--- src/verilog/dbp_pkg.sv ---
// Constants, register map and encodings for the on-chip debug port.
// Assumes a 100 MHz system clock and a 28-bit Wishbone byte address.
`default_nettype none

package dbp_pkg;
    // ========================================================
    // Bus and register map
    localparam int ADR_W = 28;
    localparam int DAT_W = 32;
    localparam logic [27:0] ADDR_MODE = 28'hFFFF9FC; // Debug mode control
    localparam logic [27:0] ADDR_PROT = 28'hFFFF9F8; // Protect key
    localparam logic [27:0] ADDR_STAT = 28'hFFFF9F4; // Status, read only
    localparam logic [27:0] ADDR_MASK = 28'hFFFF9F0; // Mask set, read only
    localparam logic [7:0] MODE_RST = 8'h01;
    localparam logic [7:0] MODE_WMASK = 8'h01;
    localparam logic [7:0] PROT_KEY = 8'hA5;
    localparam int MODE_EN_BIT = 0;

    // ========================================================
    // Pin synchroniser lanes
    localparam int PIN_W = 8;
    localparam int P_DEBUG_RESET_N = 0;
    localparam int P_DCK = 1;
    localparam int P_DMS = 2;
    localparam int P_DDI = 3;
    localparam int P_EXTRST = 4;
    localparam int P_NMI = 5;
    localparam int P_WAIT = 6;
    localparam int P_HOLD = 7;
    localparam logic [7:0] PIN_RST = 8'h10;

    // ========================================================
    // Event mask bits
    localparam int MSK_W = 5;
    localparam int MSK_RESET = 0;
    localparam int MSK_NMI = 1;
    localparam int MSK_WDTNMI = 2;
    localparam int MSK_WAIT = 3;
    localparam int MSK_HOLD = 4;

    // ========================================================
    // Serial command framing
    localparam int CMD_BITS = 8;
    localparam logic [2:0] BIT_LAST = 3'h7;
    localparam logic [2:0] OP_STATUS = 3'h0;
    localparam logic [2:0] OP_BREAK = 3'h1;
    localparam logic [2:0] OP_RUN = 3'h2;
    localparam logic [2:0] OP_MASK = 3'h3;

    typedef enum logic [1:0] {
        DBP_IDLE = 2'b00,
        DBP_SHIFT = 2'b01,
        DBP_REPLY = 2'b11
    } dbp_xfer_e;

    // ========================================================
    // Timing
    localparam int CLK_MHZ = 100;
    localparam int CPU_RST_NS = 40;
    localparam int CPU_RST_CYC = (CPU_RST_NS * CLK_MHZ + 999) / 1000;
    localparam logic [2:0] CPU_RST_LOAD = 3'(CPU_RST_CYC - 1);
endpackage

`default_nettype wire

--- src/verilog/dbp_onchip_debug_port.sv ---
// On-chip debug port: mode register, pin sharing, serial debug link,
// break state and event masking.
// Assumes a classic Wishbone master on sys_clk_i and raw debug pins.
//
// How it works
// RQ1: Debug reset pin low asynchronously clears the whole debug control unit.
// RQ2: Emulator releases debug reset only after sensing target supply.
// RQ3: Every rise of debug reset pulses the CPU reset output.
// RQ4: Emulator supplies the debug clock at 20 MHz; the dbp_emu model runs it at 6.25 MHz (160 ns period).
// RQ5: Select and serial input are taken on rising debug clock edges.
// RQ6: Serial output changes only on falling debug clock edges.
// RQ7: Transfer state advances by the level of the select line.
// RQ8: Without target supply the emulator floats all its outputs.
// RQ9: Flash-mode pin stays high for a whole self-programming download.
// RQ10: Emulator floats flash-mode pin normally, drives high for break download.
// RQ11: Emulator uses system reset to revive a disabled debug reset pin; dbp_emu has no system reset output, the bench drives the system resets.
// RQ12: Debugger may mask reset, NMI, watchdog NMI, wait and hold.
// RQ13: Mode register takes a write only right after the protect key.
// RQ14: Mode register takes writes only while debug reset is low.
// RQ15: Mode register allows byte and single-bit access.
// RQ16: External reset pin sets mode to 01H; other resets keep it.
// RQ17: Enable bit 0 gives pins to ports and drops the pull-down.
// RQ18: Debug mode only with enable bit 1 and debug reset high.
// RQ19: User keeps debug reset low to use the pins as ports.
// RQ20: Pin reset during a break resets neither CPU nor peripherals.
// RQ21: Target or watchdog reset disables soft breakpoints until next break.
// RQ22: In debug mode the serial output pin is driven, idling high.
// RQ23: Framing: 8-bit LSB-first command, 8-bit LSB-first status reply.
//
// Design decision made here: the Wishbone slave port.
`timescale 1ns/100ps
`default_nettype none

module dbp_onchip_debug_port
    import dbp_pkg::*;
(
    // Clock and reset
    input wire logic sys_clk_i,
    input wire logic resetn_i,
    // Wishbone slave
    input wire logic wb_cyc_i,
    input wire logic wb_stb_i,
    input wire logic wb_we_i,
    input wire logic [ADR_W-1:0] wb_adr_i,
    input wire logic [3:0] wb_sel_i,
    input wire logic [DAT_W-1:0] wb_dat_i,
    output logic [DAT_W-1:0] wb_dat_o,
    output logic wb_ack_o,
    // Debug pins
    input wire logic debug_reset_n_i,
    input wire logic debug_clock_in_i,
    input wire logic debug_transfer_select_i,
    input wire logic debug_serial_in_i,
    output logic debug_serial_out_o,
    output logic debug_serial_out_oe_o,
    // Pin sharing
    output logic debug_pins_active_o,
    output logic debug_pulldown_en_o,
    // Event sources
    input wire logic ext_reset_n_i,
    input wire logic nmi_pin_i,
    input wire logic wait_pin_i,
    input wire logic hold_request_i,
    input wire logic watchdog_nmi_request_i,
    input wire logic watchdog_reset_i,
    input wire logic clock_monitor_reset_i,
    input wire logic low_voltage_detector_reset_i,
    input wire logic hw_break_i,
    // Gated events to the core
    output logic cpu_reset_o,
    output logic nmi_o,
    output logic watchdog_nmi_o,
    output logic wait_o,
    output logic hold_o,
    output logic break_o
);
    // ========================================================
    // Pin synchronisers
    logic [PIN_W-1:0] pin_raw;
    logic [PIN_W-1:0] pin_s;
    logic debug_reset_n_s, dck_s, dms_s, ddi_s, ext_rst_s;
    logic dck_q_ff, debug_reset_n_q_ff;
    logic dck_rise, dck_fall, debug_reset_n_rise;

    assign pin_raw = {hold_request_i, wait_pin_i, nmi_pin_i, ext_reset_n_i,
                      debug_serial_in_i, debug_transfer_select_i,
                      debug_clock_in_i, debug_reset_n_i};

    dbp_sync #(.W(PIN_W), .RST_VAL(PIN_RST)) u_pin_sync (
        .clk_i(sys_clk_i),
        .resetn_i(resetn_i),
        .d_i(pin_raw),
        .q_o(pin_s)
    );

    assign debug_reset_n_s = pin_s[P_DEBUG_RESET_N];
    assign dck_s = pin_s[P_DCK];
    assign dms_s = pin_s[P_DMS];
    assign ddi_s = pin_s[P_DDI];
    assign ext_rst_s = ~pin_s[P_EXTRST];

    // Edge history of debug clock and debug reset
    always_ff @(posedge sys_clk_i or negedge resetn_i) begin
        if (!resetn_i) begin
            dck_q_ff <= 1'b0;
            debug_reset_n_q_ff <= 1'b0;
        end else begin
            dck_q_ff <= dck_s;
            debug_reset_n_q_ff <= debug_reset_n_s;
        end
    end

    assign dck_rise = dck_s & ~dck_q_ff; // [RQ5]
    assign dck_fall = ~dck_s & dck_q_ff; // [RQ6]
    assign debug_reset_n_rise = debug_reset_n_s & ~debug_reset_n_q_ff;

    // ========================================================
    // Wishbone slave and mode register
    logic wb_req, wb_wr, wb_ack_ff;
    logic [DAT_W-1:0] wb_dat_ff;
    logic prot_armed_ff;
    logic [7:0] mode_ff;
    logic mode_wr_ok;
    logic debug_mode;
    logic [MSK_W-1:0] mask_ff;
    logic brk_ff, swbp_en_ff;

    assign wb_req = wb_cyc_i & wb_stb_i & ~wb_ack_ff;
    assign wb_wr = wb_req & wb_we_i;
    assign mode_wr_ok = wb_wr & (wb_adr_i == ADDR_MODE) & wb_sel_i[0]
                        & prot_armed_ff & ~debug_reset_n_s; // [RQ13] [RQ14] [RQ15]

    // One-wait-state ack, read data registered
    always_ff @(posedge sys_clk_i or negedge resetn_i) begin
        if (!resetn_i) begin
            wb_ack_ff <= 1'b0;
            wb_dat_ff <= '0;
        end else begin
            wb_ack_ff <= wb_req;
            if (wb_req && !wb_we_i) begin
                unique case (wb_adr_i)
                    ADDR_MODE: wb_dat_ff <= {24'h000000, mode_ff}; // [RQ15]
                    ADDR_STAT: wb_dat_ff <= {28'h0000000, swbp_en_ff, brk_ff,
                                             debug_pins_active_o, debug_reset_n_s};
                    ADDR_MASK: wb_dat_ff <= {27'h0000000, mask_ff};
                    default: wb_dat_ff <= '0;
                endcase
            end
        end
    end

    // Protect key arms exactly the next bus write
    always_ff @(posedge sys_clk_i or negedge resetn_i) begin
        if (!resetn_i) begin
            prot_armed_ff <= 1'b0;
        end else if (wb_wr) begin
            prot_armed_ff <= (wb_adr_i == ADDR_PROT) & wb_sel_i[0]
                             & (wb_dat_i[7:0] == PROT_KEY); // [RQ13]
        end
    end

    // Mode register; external pin reset wins over a write
    always_ff @(posedge sys_clk_i or negedge resetn_i) begin
        if (!resetn_i) begin
            mode_ff <= MODE_RST;
        end else if (ext_rst_s) begin
            mode_ff <= MODE_RST; // [RQ16]
        end else if (mode_wr_ok) begin
            mode_ff <= wb_dat_i[7:0] & MODE_WMASK; // [RQ13] [RQ14]
        end
    end

    assign debug_mode = mode_ff[MODE_EN_BIT] & debug_reset_n_s; // [RQ18]

    // Pin ownership and pull-down control
    always_ff @(posedge sys_clk_i or negedge resetn_i) begin
        if (!resetn_i) begin
            debug_pins_active_o <= 1'b0;
            debug_pulldown_en_o <= MODE_RST[MODE_EN_BIT];
            debug_serial_out_oe_o <= 1'b0;
        end else begin
            debug_pins_active_o <= debug_mode; // [RQ18] [RQ17]
            debug_pulldown_en_o <= mode_ff[MODE_EN_BIT]; // [RQ17]
            debug_serial_out_oe_o <= debug_mode; // [RQ22]
        end
    end

    // ========================================================
    // Debug control unit, cleared while the debug reset pin is low
    logic dcu_arst_n;
    dbp_xfer_e st_ff;
    logic [2:0] bit_cnt_ff;
    logic [CMD_BITS-1:0] shreg_ff, reply_ff;
    logic [CMD_BITS-1:0] cmd_next;
    logic cmd_exec;

    assign dcu_arst_n = resetn_i & debug_reset_n_i; // [RQ1]
    assign cmd_next = {ddi_s, shreg_ff[CMD_BITS-1:1]};
    assign cmd_exec = debug_mode & dck_rise & dms_s & (st_ff == DBP_SHIFT)
                      & (bit_cnt_ff == BIT_LAST);

    // Transfer state steered by the select line
    always_ff @(posedge sys_clk_i or negedge dcu_arst_n) begin
        if (!dcu_arst_n) begin
            st_ff <= DBP_IDLE; // [RQ1]
            bit_cnt_ff <= '0;
            shreg_ff <= '0;
            reply_ff <= '0;
        end else if (!debug_mode) begin
            st_ff <= DBP_IDLE;
            bit_cnt_ff <= '0;
        end else begin
            unique case (st_ff)
                DBP_IDLE: begin
                    if (dck_rise && dms_s) begin
                        st_ff <= DBP_SHIFT; // [RQ7]
                        shreg_ff <= cmd_next; // [RQ23]
                        bit_cnt_ff <= 3'h1;
                    end
                end
                DBP_SHIFT: begin
                    if (dck_rise) begin
                        if (!dms_s) begin
                            st_ff <= DBP_IDLE; // [RQ7]
                        end else if (bit_cnt_ff == BIT_LAST) begin
                            st_ff <= DBP_REPLY;
                            bit_cnt_ff <= '0;
                            reply_ff <= {swbp_en_ff, brk_ff, debug_mode, mask_ff}; // [RQ23]
                        end else begin
                            shreg_ff <= cmd_next; // [RQ5]
                            bit_cnt_ff <= bit_cnt_ff + 3'h1;
                        end
                    end
                end
                DBP_REPLY: begin
                    if (dck_rise && dms_s) begin
                        st_ff <= DBP_IDLE; // [RQ7]
                    end else if (dck_fall) begin
                        reply_ff <= {1'b0, reply_ff[CMD_BITS-1:1]};
                        bit_cnt_ff <= bit_cnt_ff + 3'h1;
                        if (bit_cnt_ff == BIT_LAST) begin
                            st_ff <= DBP_IDLE;
                        end
                    end
                end
                default: st_ff <= DBP_IDLE;
            endcase
        end
    end

    // Serial output moves on falling edges and idles high
    always_ff @(posedge sys_clk_i or negedge dcu_arst_n) begin
        if (!dcu_arst_n) begin
            debug_serial_out_o <= 1'b1;
        end else if (dck_fall) begin
            debug_serial_out_o <= (st_ff == DBP_REPLY) ? reply_ff[0] : 1'b1; // [RQ6] [RQ22]
        end
    end

    // Break state and masks set by debugger commands
    always_ff @(posedge sys_clk_i or negedge dcu_arst_n) begin
        if (!dcu_arst_n) begin
            brk_ff <= 1'b0;
            mask_ff <= '0;
        end else if (cmd_exec) begin
            unique case (cmd_next[7:5])
                OP_BREAK: brk_ff <= 1'b1;
                OP_RUN: brk_ff <= 1'b0;
                OP_MASK: mask_ff <= cmd_next[MSK_W-1:0]; // [RQ12]
                default: brk_ff <= brk_ff;
            endcase
        end
    end

    // ========================================================
    // Software breakpoint enable; a new break wins over a reset
    always_ff @(posedge sys_clk_i or negedge resetn_i) begin
        if (!resetn_i) begin
            swbp_en_ff <= 1'b1;
        end else if (hw_break_i || (cmd_exec && cmd_next[7:5] == OP_BREAK)) begin
            swbp_en_ff <= 1'b1; // [RQ21]
        end else if (ext_rst_s || watchdog_reset_i) begin
            swbp_en_ff <= 1'b0; // [RQ21]
        end
    end

    // ========================================================
    // CPU reset generation and event gating
    logic [2:0] rst_cnt_ff;
    logic pin_rst_req, int_rst_req;

    assign pin_rst_req = ext_rst_s & ~brk_ff & ~mask_ff[MSK_RESET]; // [RQ20] [RQ12]
    assign int_rst_req = (watchdog_reset_i | clock_monitor_reset_i
                          | low_voltage_detector_reset_i) & ~mask_ff[MSK_RESET];

    // Pulse stretch after debug reset release
    always_ff @(posedge sys_clk_i or negedge resetn_i) begin
        if (!resetn_i) begin
            rst_cnt_ff <= '0;
        end else if (debug_reset_n_rise) begin
            rst_cnt_ff <= CPU_RST_LOAD; // [RQ3]
        end else if (rst_cnt_ff != 3'h0) begin
            rst_cnt_ff <= rst_cnt_ff - 3'h1;
        end
    end

    // Registered gated outputs
    always_ff @(posedge sys_clk_i or negedge resetn_i) begin
        if (!resetn_i) begin
            cpu_reset_o <= 1'b1;
            nmi_o <= 1'b0;
            watchdog_nmi_o <= 1'b0;
            wait_o <= 1'b0;
            hold_o <= 1'b0;
            break_o <= 1'b0;
        end else begin
            cpu_reset_o <= debug_reset_n_rise | (rst_cnt_ff != 3'h0)
                           | pin_rst_req | int_rst_req; // [RQ3] [RQ20]
            nmi_o <= pin_s[P_NMI] & ~mask_ff[MSK_NMI]; // [RQ12]
            watchdog_nmi_o <= watchdog_nmi_request_i & ~mask_ff[MSK_WDTNMI]; // [RQ12]
            wait_o <= pin_s[P_WAIT] & ~mask_ff[MSK_WAIT]; // [RQ12]
            hold_o <= pin_s[P_HOLD] & ~mask_ff[MSK_HOLD]; // [RQ12]
            break_o <= brk_ff;
        end
    end

    assign wb_ack_o = wb_ack_ff;
    assign wb_dat_o = wb_dat_ff;
endmodule // dbp_onchip_debug_port

`default_nettype wire

--- src/verilog/dbp_sync.sv ---
// Two flip-flop synchroniser for a group of pins.
// Assumes the inputs are asynchronous to clk_i.
`timescale 1ns/100ps
`default_nettype none

module dbp_sync #(
    parameter int W = 1,
    parameter logic [W-1:0] RST_VAL = '0
) (
    // Clock and reset
    input wire logic clk_i,
    input wire logic resetn_i,
    // Data
    input wire logic [W-1:0] d_i,
    output logic [W-1:0] q_o
);
    logic [W-1:0] meta_ff;
    logic [W-1:0] sync_ff;

    // First stage feeds only the second
    always_ff @(posedge clk_i or negedge resetn_i) begin
        if (!resetn_i) begin
            meta_ff <= RST_VAL;
            sync_ff <= RST_VAL;
        end else begin
            meta_ff <= d_i;
            sync_ff <= meta_ff;
        end
    end

    assign q_o = sync_ff;
endmodule // dbp_sync

`default_nettype wire

--- config.mk ---
export PLATFORM = sky130hd
export DESIGN_NAME = dbp_onchip_debug_port
export DESIGN_NICKNAME = d
export VERILOG_FILES = /design/src/verilog/dbp_pkg.sv /design/src/verilog/dbp_onchip_debug_port.sv /design/src/verilog/dbp_sync.sv
export SDC_FILE = /design/constraint.sdc
export NUM_CORES = 1
export LEC_CHECK = 0
export BUFFER_PORTS_ARGS = -buffer_cell sky130_fd_sc_hd__buf_2
export CORE_MARGIN = 2
export CORE_UTILIZATION = 52
export DETAILED_ROUTE_END_ITERATION = 8
export PLACE_DENSITY = 0.85
export SYNTH_ARGS = -nofsm -noshare
export SYNTH_HDL_FRONTEND = slang
export SYNTH_HIERARCHICAL = 1
export SYNTH_SLANG_ARGS = --single-unit
--- constraint.sdc ---
create_clock -name sys_clk_i -period 4.1 [get_ports sys_clk_i]
set_input_delay 0.615 -clock sys_clk_i [delete_from_list [all_inputs] [get_ports sys_clk_i]]
set_output_delay 0.615 -clock sys_clk_i [all_outputs]
set_load 0.02 [all_outputs]
# Word-level counts from Yosys, hierarchy flattened
# Cells that the tools add are included.
[word_totals]
ff_bits = 100
in_bits = 82
out_inout_bits = 43
[op_classes]
addsub = 2
eq_ne = 28
mux = 37
bitwise_logic = 42
reduce_logical = 19
[op_table]
columns = ["cell", "n"]
rows = [
  ["28-bit equality test, second input constant", 4],
  ["8-bit two-way mux", 11],
  ["8-bit one-hot mux with 2 select lines", 2],
  ["3-bit two-way mux", 9],
  ["1-bit AND", 25],
  ["8-bit one-hot mux with 3 select lines", 1],
  ["2-bit two-way mux", 8],
  ["2-bit inequality test, second input constant", 6],
  ["3-bit inequality test, second input constant", 4],
  ["4-bit inequality test, second input constant", 3],
  ["1-bit inverter", 12],
  ["6-bit AND reduction", 2],
  ["2-bit nonzero test", 5],
  ["3-bit one-hot mux with 3 select lines", 1],
  ["8-bit equality test, second input constant", 1],
  ["7-bit AND reduction", 1],
  ["3-bit by 2-bit equality test with 1-bit output, second input constant", 2],
  ["2-bit one-hot mux with 3 select lines", 1],
  ["1-bit bitwise OR", 5],
  ["5-bit AND reduction", 1],
  ["2-bit by 1-bit inequality test with 1-bit output, second input constant", 2],
  ["4-bit by 1-bit inequality test with 1-bit output, second input constant", 1],
  ["2-bit AND reduction", 2],
  ["3-bit by 1-bit adder with 3-bit output, second input constant", 1],
  ["13 further kinds", 18],
]

# Logic depth before layout (Yosys ltp)
# Gate-level depths: netlist of the first run.
[logic_depth]
ltp_word = 9
ltp_mapped = 9
mapped_depth_nobuf = 7

# Cells and area by module
# The synthesis of the first run kept the hierarchy.
[modules_own_cells]
columns = ["mod", "instances", "cells_each", "area_each_um2"]
rows = [
  ["dbp_onchip_debug_port", 1, 249, 2686.3],
  ["dbp_sync", 1, 16, 402.9],
]

# Worst setup path before layout of the first run
# OpenSTA, ideal clock, no wires.
[synth_timing]
kind = "register to register"
startpoint = "reg bit_cnt_ff[0]"
endpoint = "reg mask_ff[0]"
arrival_time_ps = 1762
setup_slack_ps = 2213
path_stages_with_launch = 8
path_buffers = 0
cell_sequence = "dfrtp_1 -> ha_1 -> ha_1 -> nand2b_1 -> a211oi_2 -> a211o_4 -> nand4_4 -> mux2_4"
[synth_between]
elab_chain_len = 3
[synth_lines]
columns = ["element", "line", "rtl"]
rows = [
  ["start, declared", "dbp_onchip_debug_port.sv:192", "logic [2:0] bit_cnt_ff;"],
  ["start signal, assigned", "dbp_onchip_debug_port.sv:231", "bit_cnt_ff <= bit_cnt_ff + 3'h1;"],
  ["start signal, assigned", "dbp_onchip_debug_port.sv:240", "bit_cnt_ff <= bit_cnt_ff + 3'h1;"],
  ["3-bit equality test", "dbp_onchip_debug_port.sv:200", "& (bit_cnt_ff == BIT_LAST);"],
  ["1-bit AND", "dbp_onchip_debug_port.sv:200", ""],
  ["2-bit AND reduction (no source line)", "n/a", ""],
  ["end signal, assigned", "dbp_onchip_debug_port.sv:269", "OP_MASK: mask_ff <= cmd_next[MSK_W-1:0];"],
  ["end, declared", "dbp_onchip_debug_port.sv:125", "logic [MSK_W-1:0] mask_ff;"],
]
# Every way passes these cells.
# A chain may end at the register's enable or synchronous reset.

# Worst setup path in the final report of the first run
[layout_timing]
startpoint = "reg st_ff[0]"
endpoint = "reg reply_ff[4]"
[layout_between]
elab_chain_len = 3
word_cells_on_any_way = 10
[layout_lines]
columns = ["element", "line", "rtl"]
rows = [
  ["start, declared", "dbp_onchip_debug_port.sv:191", "dbp_xfer_e st_ff;"],
  ["start signal, assigned", "dbp_onchip_debug_port.sv:205", "st_ff <= DBP_IDLE;"],
  ["start signal, assigned", "dbp_onchip_debug_port.sv:210", "st_ff <= DBP_IDLE;"],
  ["start signal, assigned", "dbp_onchip_debug_port.sv:216", "st_ff <= DBP_SHIFT;"],
  ["2-bit equality test / 2-bit by 1-bit equality test with 1-bit output (equally long branches)", "dbp_onchip_debug_port.sv:213", "unique case (st_ff)"],
  ["2-bit inequality test (no source line), or another cell as far along", "n/a", ""],
  ["7-bit AND reduction (no source line)", "n/a", ""],
  ["end signal, assigned", "dbp_onchip_debug_port.sv:228", "reply_ff <= {swbp_en_ff, brk_ff, debug_mode, mask_ff};"],
  ["end signal, assigned", "dbp_onchip_debug_port.sv:239", "reply_ff <= {1'b0, reply_ff[CMD_BITS-1:1]};"],
  ["end, declared", "dbp_onchip_debug_port.sv:193", "logic [CMD_BITS-1:0] shreg_ff, reply_ff;"],
]
# Several ways; a longest one is shown, not always the timed one.

==> flow_metrics.py, run 1 <==
metrics = {
    "status": {
        "outcome": "completed",
    },
    "worst_setup_path": {
        "crit_type": "flip-flop to flip-flop",
        "rr_worst_depth": 6,
        "path_cells": "ha_1 -> inv_1 -> o22ai_1 -> nand3_1 -> nand2_1 -> o21ai_0",
        "startpoint_type": "flip-flop",
        "max_stage_delay_ns": 0.59,
        "cp-end-kind": "flip-flop",
        "cp.arrival_ns": 2.41,
        "rrSetupSlack_ns": 1.89,
        "timing.rr.end": "reply_ff[4]",
        "crit_family": "adder cells",
        "path_buf_inv": 1,
        "crit_slowest_cell": "ha_1",
        "worstPathRequired_ns": 4.30,
        "critPathMaxFanout": 16,
        "rr_startpoint": "st_ff[0]",
    },
    "synth": {
        "synth_top_area_share_pct": 47.0,
        "syn_area_um2": 3090,
        "netlist-cell-type-count": 56,
        "yosysWarnings": 6,
        "yosys.area.top_type": "dfrtp_1",
        "synth-seq-area-share_pct": 52.9,
        "ys_ff_latch": 65,
        "synth_edf_count": 0,
        "postSynth.asyncResetShare_pct": 100,
        "synthTopCellsByArea": "dfrtp_1 (47%), buf_4 (6.8%), dfstp_2 (6.0%)",
        "syn_inst": 265,
        "syn_area_per_cell_um2": 11.7,
        "ys.flop_type": "dfrtp_1",
    },
    "timing": {
        "maxSlewViolCount": 0,
        "relSlewSlack_pct": 21.7,
        "fin_crit_sh_pct": 53.9,
        "worst_slew_pin_slew_ns": 1.17,
        "hold_violations": 0,
        "period_needed_ns": 2.21,
        "skew_ns": 0.0106,
        "grt_setup_unrepaired": "false",
        "setup_tns_ns": 0,
        "fmax_mhz": 453,
        "setup_viol": 0,
        "setup_ws_ns": 1.89,
    },
    "floorplanning": {
        "dieArea_um2": 6570,
        "core_area_um2": 5820,
        "pin_count": 125,
        "num_rows": 28,
        "fp.dieH_um": 81.1,
        "start_util_pct": 53.1,
        "die_w_um": 81.1,
    },
    "final_layout": {
        "final-seq-area_um2": 1640,
        "synthToLayoutAreaGrowth_pct": 15.9,
        "insertedDiodeCount": 0,
        "final_area_um2": 3580,
        "final_cell_mix": "buf_2 (70), dfrtp_1 (58), conb_1 (27)",
        "multi_input_area_um2": 1280,
        "final_common_cell": "buf_2",
        "fillers": 467,
        "final_nets": 430,
        "drive_above_1_share_pct": 33.2,
        "final_cells": 421,
    },
    "clocking": {
        "cts_setup_buffers": 0,
        "clock_latency_ns": 0.34,
        "cts_buffers": 9,
        "cts_tree": "built",
        "ctsResizeCount": 0,
        "clock_path_buffers": 2,
        "clockRootBuffer": "clkbuf_8",
        "h-tree-depth": 3,
        "hold_buffers": 0,
        "clk_pin_slew_ns": 0.07,
        "cts.sinks": 65,
    },
    "detailed_routing": {
        "drc": 0,
        "drt-vias-per-instance": 5.00,
        "drtIter0Drc": 123,
        "wl_per_cell_um": 14.0,
        "vias": 2104,
        "drt_wl_total_um": 5880,
        "ant_nets": 0,
        "drtPass1Iterations": 4,
    },
    "global_routing": {
        "antenna_found_initial": 0,
        "grt_max_degree": 40,
        "grt_pass1_vias": 2136,
        "grt_pass1_wl_um": 10000,
        "grt_overflow": 0,
        "groute.usage.overall_pct": 20.7,
    },
    "place": {
        "dp.cells": 405,
        "port_buffers": 70,
        "post-dp-hpwl_um": 4480,
        "dp_slack_ns": 1.76,
        "gp_congestion": 0.817,
        "placed_area_um2": 3410,
    },
    "flow_run": {
        "drv_cap": 0,
    },
    "power_and_ir_drop": {
        "power.density_nw_per_um2": 404,
        "p_total_uw": 1450,
        "leakage_uw": 0.00173,
        "irDropWorstVdd_uv": 309,
    },
    "hold_path": {
        "min-delay-path-class": "primary input to async pin",
    },
}
==> state kept, by name (all words and copies together), names as in the netlist, 2 cells and up <==
register            flops
bit_cnt_ff              3
mask_ff                 5
reply_ff                8
st_ff                   2
u_pin_sync/meta_ff      8
u_pin_sync/q_o          8
wb_dat_o                5
rst_cnt_ff              3
shreg_ff                7
==> cells in the mapped netlist, types with 4 or more instances <==
cell,count
a21oi_1,4
buf_4,28
dfrtp_1,58
dfstp_2,7
ha_1,7
inv_1,8
mux2_1,6
mux2_4,5
mux2i_1,12
nand2_1,26
nand2b_1,4
nand4b_1,5
nor2_1,11
nor2b_1,7
o21ai_0,12
o31ai_1,4
==> through the flow <==
stage | hold WS (ns) | utilization [%]
3_5_place_dp | 0.336 | 58.6
5_1_grt | 0.354 | 61.6
2_1_floorplan | 0.319 | -
3_3_place_gp | 0.332 | 58.6
4_1_cts | 0.324 | 61.6
6_report | 0.318 | 61.6
==> worst reg2reg max path: stages, from the launching register on <==
cell	delay, ns
dfrtp_1	0.41
ha_1	0.59
inv_1	0.21
o22ai_1	0.21
nand3_1	0.37
nand2_1	0.19
o21ai_0	0.11
==> kinds of logic after synthesis <==
group           after synthesis  share of synthesized area (%)
fa+ha+maj                     7                           2.84
mux                          26                           9.60
compound gates               36                           8.18
buf+inv                      42                           8.87
xor+xnor                      1                          0.284
flops                        65                           52.9
simple gates                 87                           17.2
other cells                   1                          0.121
==> cell type report <==
type | count | area share [%]
clock buffer | 12 | 4.05
clock inverter | 4 | 0.804
inverter | 9 | 0.978
multi-input combinational | 184 | 35.7
sequential | 65 | 45.7
tap | 75 | 2.62
timing repair buffer | 72 | 10.2
==> power breakdown <==
part | leakage [µW] | internal, µW | switching, µW
sequential | 0.000820 | 696 | 43.6
clock | 0.0000826 | 236 | 236
combinational | 0.000824 | 102 | 133
total | 0.00173 | 1030 | 412
==> worst max-delay path by stage <==
stage	slack, ns	cells after the start	startpoint	end
6_report	1.89	6	st_ff[0]	reply_ff[4]
5_1_grt	1.58	5	st_ff[0]	reply_ff[4]
4_1_cts	1.88	6	st_ff[0]	reply_ff[4]
3_5_place_dp	1.76	4	resetn_i	debug_serial_out_o
3_3_place_gp	1.80	4	resetn_i	debug_serial_out_o
2_1_floorplan	2.21	7	bit_cnt_ff[0]	mask_ff[0]
==> layer usage <==
| layer | part of all wire [%] | up-vias | GRT usage (%) |
|---|---|---|---|
| met3 | 4.3 | 17 | 5.00 |
| met4 | 3.0 | 0 | 11.5 |
| met1 | 41 | 1001 | 25.2 |
| met5 | 0 | - | 0 |
| li1 | - | 1025 | - |
| met2 | 52 | 61 | 33.9 |
Note: power is estimated with default switching activity, not from simulation.
==> run 2, diff against run 1 <==
Settings changed: ABC_AREA from default to 1, CORE_UTILIZATION 52 to 48, PLACE_DENSITY 0.85 to 0.79.
Clock period 4.1 ns to 2.1 ns, I/O delays scaled along.
==> flow_metrics.py, run 2 <==
metrics = {
    "timing": {
        "worst_slew_pin_slew_ns": 0.514,
        "fmax_mhz": 547,
        "grt_setup_unrepaired": "false",
        "setup_tns_ns": 0,
        "relSlewSlack_pct": 65.5,
        "hold_violations": 0,
        "fin_crit_sh_pct": 87.0,
        "skew_ns": 0.0114,
        "setup_viol": 0,
        "maxSlewViolCount": 0,
        "period_needed_ns": 1.83,
        "setup_ws_ns": 0.272,
    },
    "clocking": {
        "clockRootBuffer": "clkbuf_8",
        "cts_tree": "built",
        "cts_buffers": 9,
        "clk_pin_slew_ns": 0.07,
        "ctsResizeCount": 0,
        "cts_setup_buffers": 0,
        "clock_latency_ns": 0.34,
        "clock_path_buffers": 2,
        "cts.sinks": 65,
        "h-tree-depth": 3,
        "hold_buffers": 0,
    },
    "synth": {
        "synth_top_area_share_pct": 46.4,
        "yosysWarnings": 6,
        "synth_edf_count": 0,
        "synthTopCellsByCount": "nand2_1 (80), dfrtp_1 (58), inv_1 (43)",
        "syn_inst": 358,
        "synthTopCellsByArea": "dfrtp_1 (46%), nand2_1 (9.6%), buf_4 (6.7%)",
        "ys.flop_type": "dfrtp_1",
        "netlist-cell-type-count": 37,
        "syn_area_um2": 3130,
        "yosysMostFrequentCell": "nand2_1",
        "ys_ff_latch": 65,
        "yosys.area.top_type": "dfrtp_1",
        "syn_area_per_cell_um2": 8.74,
        "postSynth.asyncResetShare_pct": 100,
        "synth-seq-area-share_pct": 52.2,
    },
    "power_and_ir_drop": {
        "irDropWorstVdd_uv": 634,
        "leakage_uw": 0.00194,
        "power.density_nw_per_um2": 931,
        "p_total_uw": 3390,
    },
    "worst_setup_path": {
        "critPathMaxFanout": 14,
        "cp.arrival_ns": 2.03,
        "worstPathRequired_ns": 2.30,
        "cp-end-kind": "flip-flop",
        "crit_start": "bit_cnt_ff[0]",
        "crit_type": "flip-flop to flip-flop",
        "startpoint_type": "flip-flop",
        "rr_startpoint": "bit_cnt_ff[0]",
    },
    "final_layout": {
        "final_cell_mix": "nand2_1 (80), buf_2 (70), dfrtp_1 (58)",
        "final_common_cell": "nand2_1",
        "final_nets": 523,
        "final_area_um2": 3640,
        "fillers": 579,
        "synthToLayoutAreaGrowth_pct": 16.4,
        "drive_above_1_share_pct": 25.1,
        "final-seq-area_um2": 1640,
        "multi_input_area_um2": 1170,
        "insertedDiodeCount": 0,
    },
    "floorplanning": {
        "pin_count": 125,
        "start_util_pct": 49.6,
        "core_area_um2": 6310,
        "num_rows": 29,
        "dieArea_um2": 7180,
        "die_w_um": 84.8,
        "fp.dieH_um": 84.8,
    },
    "detailed_routing": {
        "vias": 2462,
        "drt_wl_total_um": 6050,
        "drc": 0,
        "ant_nets": 0,
        "drt-vias-per-instance": 4.77,
        "drtIter0Drc": 142,
        "wl_per_cell_um": 11.7,
        "drtPass1Iterations": 4,
    },
    "place": {
        "placed_area_um2": 3440,
        "dp_slack_ns": 0.313,
        "gp_congestion": 0.815,
        "port_buffers": 70,
        "post-dp-hpwl_um": 4600,
    },
    "global_routing": {
        "grt_pass1_wl_um": 10100,
        "grt_pass1_vias": 2417,
        "groute.usage.overall_pct": 17.8,
        "grt_max_degree": 39,
        "antenna_found_initial": 0,
        "grt_overflow": 0,
    },
    "status": {
        "outcome": "completed",
    },
    "flow_run": {
        "drv_cap": 0,
    },
    "hold_path": {
        "min-delay-path-class": "primary input to async pin",
    },
}
==> run 2: where the power goes <==
| part | internal (µW) | switching, µW |
|---|---|---|
| combinational | 273 | 474 |
| clock | 613 | 465 |
| sequential | 1450 | 114 |
==> run 2: metal layers <==
| layer | vias to the layer above | share of wire, % | global-route usage, % |
|---|---|---|---|
| li1 | 1226 | - | - |
| met1 | 1149 | 43 | 21.2 |
| met2 | 77 | 49 | 30.6 |
| met3 | 10 | 6.8 | 4.92 |
| met4 | 0 | 1.6 | 7.07 |
| met5 | - | 0 | 0 |
==> run 2: cell type report <==
class / count / share of cell area [%]
Multi-Input combinational cell: 240 / 32.1
Clock buffer: 12 / 4.26
Clock inverter: 4 / 1.41
Timing Repair Buffer: 72 / 10.0
Sequential cell: 65 / 44.9
Inverter: 46 / 4.74
Tap cell: 77 / 2.64
==> run 2: kinds of logic after synthesis <==
| family | count (synthesis) | share of synthesized area [%] |
|---|---|---|
| other cells | 1 | 0.120 |
| compound gates | 44 | 7.99 |
| xor+xnor | 1 | 0.280 |
| simple gates | 161 | 23.0 |
| buf+inv | 79 | 13.5 |
| fa+ha+maj | 7 | 2.80 |
| flops | 65 | 52.2 |
==> run 2: path summary, 6_finish.rpt <==
| path | to | slack [ns] | cells after the start |
|---|---|---|---|
| worst max-delay path | shreg_ff[3] | 0.27 | 8 |
| worst min-delay path | u_pin_sync/q_o[3] | 0.06 | 2 |
| worst max register to register | shreg_ff[3] | 0.27 | 8 |
| worst min register to register | u_pin_sync/q_o[6] | 0.35 | 0 |
| max in group asynchronous | debug_pulldown_en_o | 1.67 | 2 |
| min in group sys_clk_i | u_pin_sync/meta_ff[4] | 0.08 | 1 |
==> run 2: through the flow <==
step | cells | hold slack, ns | util [%]
after CTS | 516 | 0.0627 | 57.7
after global placement | 500 | 0.332 | 54.5
after detailed placement | 500 | 0.336 | 54.5
after floorplan | 384 | 0.0194 | -
final | 516 | 0.0614 | 57.7
after global routing | 516 | 0.0599 | 57.7
==> run 2: worst max-delay path: stages (launching register included) <==
cell,delay [ns]
dfrtp_1,0.40
ha_1,0.21
ha_1,0.24
nand2_1,0.10
o21ai_0,0.09
nor2_1,0.14
nand2_1,0.27
nand2_1,0.14
o21ai_0,0.10
==> run 3, diff against run 2 <==
Settings changed: BUFFER_PORTS_ARGS -buffer_cell sky130_fd_sc_hd__buf_2 to -buffer_cell sky130_fd_sc_hd__buf_4.
==> flow_metrics.py, run 3 (synthesized netlist as in run 2, its figures left out) <==
metrics = {
    "clocking": {
        "h-tree-depth": 3,
        "cts_buffers": 9,
        "clockRootBuffer": "clkbuf_8",
        "clock_path_buffers": 2,
        "cts_tree": "built",
        "clock_latency_ns": 0.34,
        "hold_buffers": 1,
        "clk_pin_slew_ns": 0.07,
        "cts_setup_buffers": 0,
        "ctsResizeCount": 0,
        "cts.sinks": 65,
    },
    "timing": {
        "setup_viol": 0,
        "grt_setup_unrepaired": "false",
        "maxSlewViolCount": 0,
        "hold_violations": 0,
        "fmax_mhz": 550,
        "period_needed_ns": 1.82,
        "fin_crit_sh_pct": 86.6,
        "worst_slew_pin_slew_ns": 0.506,
        "relSlewSlack_pct": 66.0,
        "setup_tns_ns": 0,
        "skew_ns": 0.00489,
        "setup_ws_ns": 0.281,
    },
    "power_and_ir_drop": {
        "irDropWorstVdd_uv": 620,
        "leakage_uw": 0.00198,
        "power.density_nw_per_um2": 869,
    },
    "final_layout": {
        "post-route-util_pct": 60.2,
        "drive_above_1_share_pct": 24.5,
        "insertedDiodeCount": 0,
        "final_area_um2": 3800,
        "synthToLayoutAreaGrowth_pct": 21.3,
        "final_nets": 524,
        "final_common_cell": "nand2_1",
        "fillers": 548,
        "final_cell_mix": "nand2_1 (80), buf_4 (72), dfrtp_1 (58)",
    },
    "place": {
        "gp_congestion": 0.841,
        "port_buffers": 70,
        "dp_slack_ns": 0.330,
        "post-dp-hpwl_um": 4800,
        "placed_area_um2": 3610,
    },
    "worst_setup_path": {
        "crit_type": "flip-flop to flip-flop",
        "worstPathRequired_ns": 2.30,
        "cp-end-kind": "flip-flop",
        "critPathMaxFanout": 14,
        "startpoint_type": "flip-flop",
        "cp.arrival_ns": 2.02,
    },
    "status": {
        "outcome": "completed",
    },
    "detailed_routing": {
        "wl_per_cell_um": 12.1,
        "drc": 0,
        "drtIter0Drc": 101,
        "drt-vias-per-instance": 4.78,
        "drtPass1Iterations": 4,
        "vias": 2471,
        "ant_nets": 0,
        "drt_wl_total_um": 6250,
    },
    "global_routing": {
        "grt_use_met2_pct": 31.6,
        "groute.usage.overall_pct": 19.1,
        "grt_max_degree": 28,
        "antenna_found_initial": 0,
        "busiest_layer": "met2",
        "grt_pass1_wl_um": 10800,
        "grt_pass1_vias": 2465,
        "grt_overflow": 0,
        "use_met3_pct": 4.42,
        "grt_use_met1_pct": 23.9,
    },
    "flow_run": {
        "drv_cap": 0,
    },
    "floorplanning": {
        "start_util_pct": 49.6,
        "fp.dieH_um": 84.8,
        "dieArea_um2": 7180,
        "die_w_um": 84.8,
        "num_rows": 29,
        "core_area_um2": 6310,
        "pin_count": 125,
    },
    "hold_path": {
        "min-delay-path-class": "primary input to async pin",
    },
}
## run 3: cell types whose count changed in the layout (fill, tap and decap cells not counted)
cell,change
buf_4,+70
clkbuf_1,+2
dlygate4sd3_1,+1
bufinv_16,-1
buf_2,-70
clkinv_4,-1
## run 3: worst max-delay path, stage by stage, from the launching register on
cell and delay, ns:
dfrtp_1 0.41, ha_1 0.22, ha_1 0.24, nand2_1 0.10
o21ai_0 0.09, nor2_1 0.12, nand2_1 0.26, nand2_1 0.13
o21ai_0 0.10
## run 3: worst paths after layout
| kind | startpoint | end | slack [ns] | depth (start not counted) |
|---|---|---|---|---|
| worst max register to register | bit_cnt_ff[0] | shreg_ff[6] | 0.28 | 8 |
| worst min register to register | u_pin_sync/meta_ff[6] | u_pin_sync/q_o[6] | 0.35 | 0 |
| worst max-delay path | bit_cnt_ff[0] | shreg_ff[6] | 0.28 | 8 |
| worst min-delay path | debug_reset_n_i | reply_ff[1] | 0.06 | 4 |
| min in group sys_clk_i | debug_serial_in_i | u_pin_sync/meta_ff[3] | 0.08 | 1 |
| max in group asynchronous | resetn_i | debug_serial_out_o | 0.97 | 5 |
## run 3: area by class of cell
class | count | area [µm²] | area share, %
clock inverters | 2 | 12.5 | 0.329
flip-flops and latches | 65 | 1640 | 43.1
multi-input cells | 240 | 1170 | 30.8
repair buffers | 73 | 551 | 14.5
well taps | 77 | 96.3 | 2.54
clock buffers | 14 | 163 | 4.28
inverters | 46 | 173 | 4.55
## run 3: where the power goes
part / leakage (µW) / total (µW) / switching [µW] / internal, µW
Clock: 0.0000867 / 944 / 451 / 493
Combinational: 0.00109 / 788 / 481 / 307
Sequential: 0.000805 / 1570 / 116 / 1450
## run 3: metal layers
metal / routed length [µm] / share of wire [%]
met4: 127 / 2.0
met2: 3060 / 49
met5: 0 / 0
met1: 2670 / 43
met3: 391 / 6.3
## run 3: through the flow
step	cells	hold slack, ns	power, µW
2_1_floorplan	384	0.0194	2200
3_3_place_gp	500	0.203	2320
3_5_place_dp	500	0.212	2380
4_1_cts	517	0.0678	3320
5_1_grt	517	0.0674	3520
6_report	517	0.0597	3300
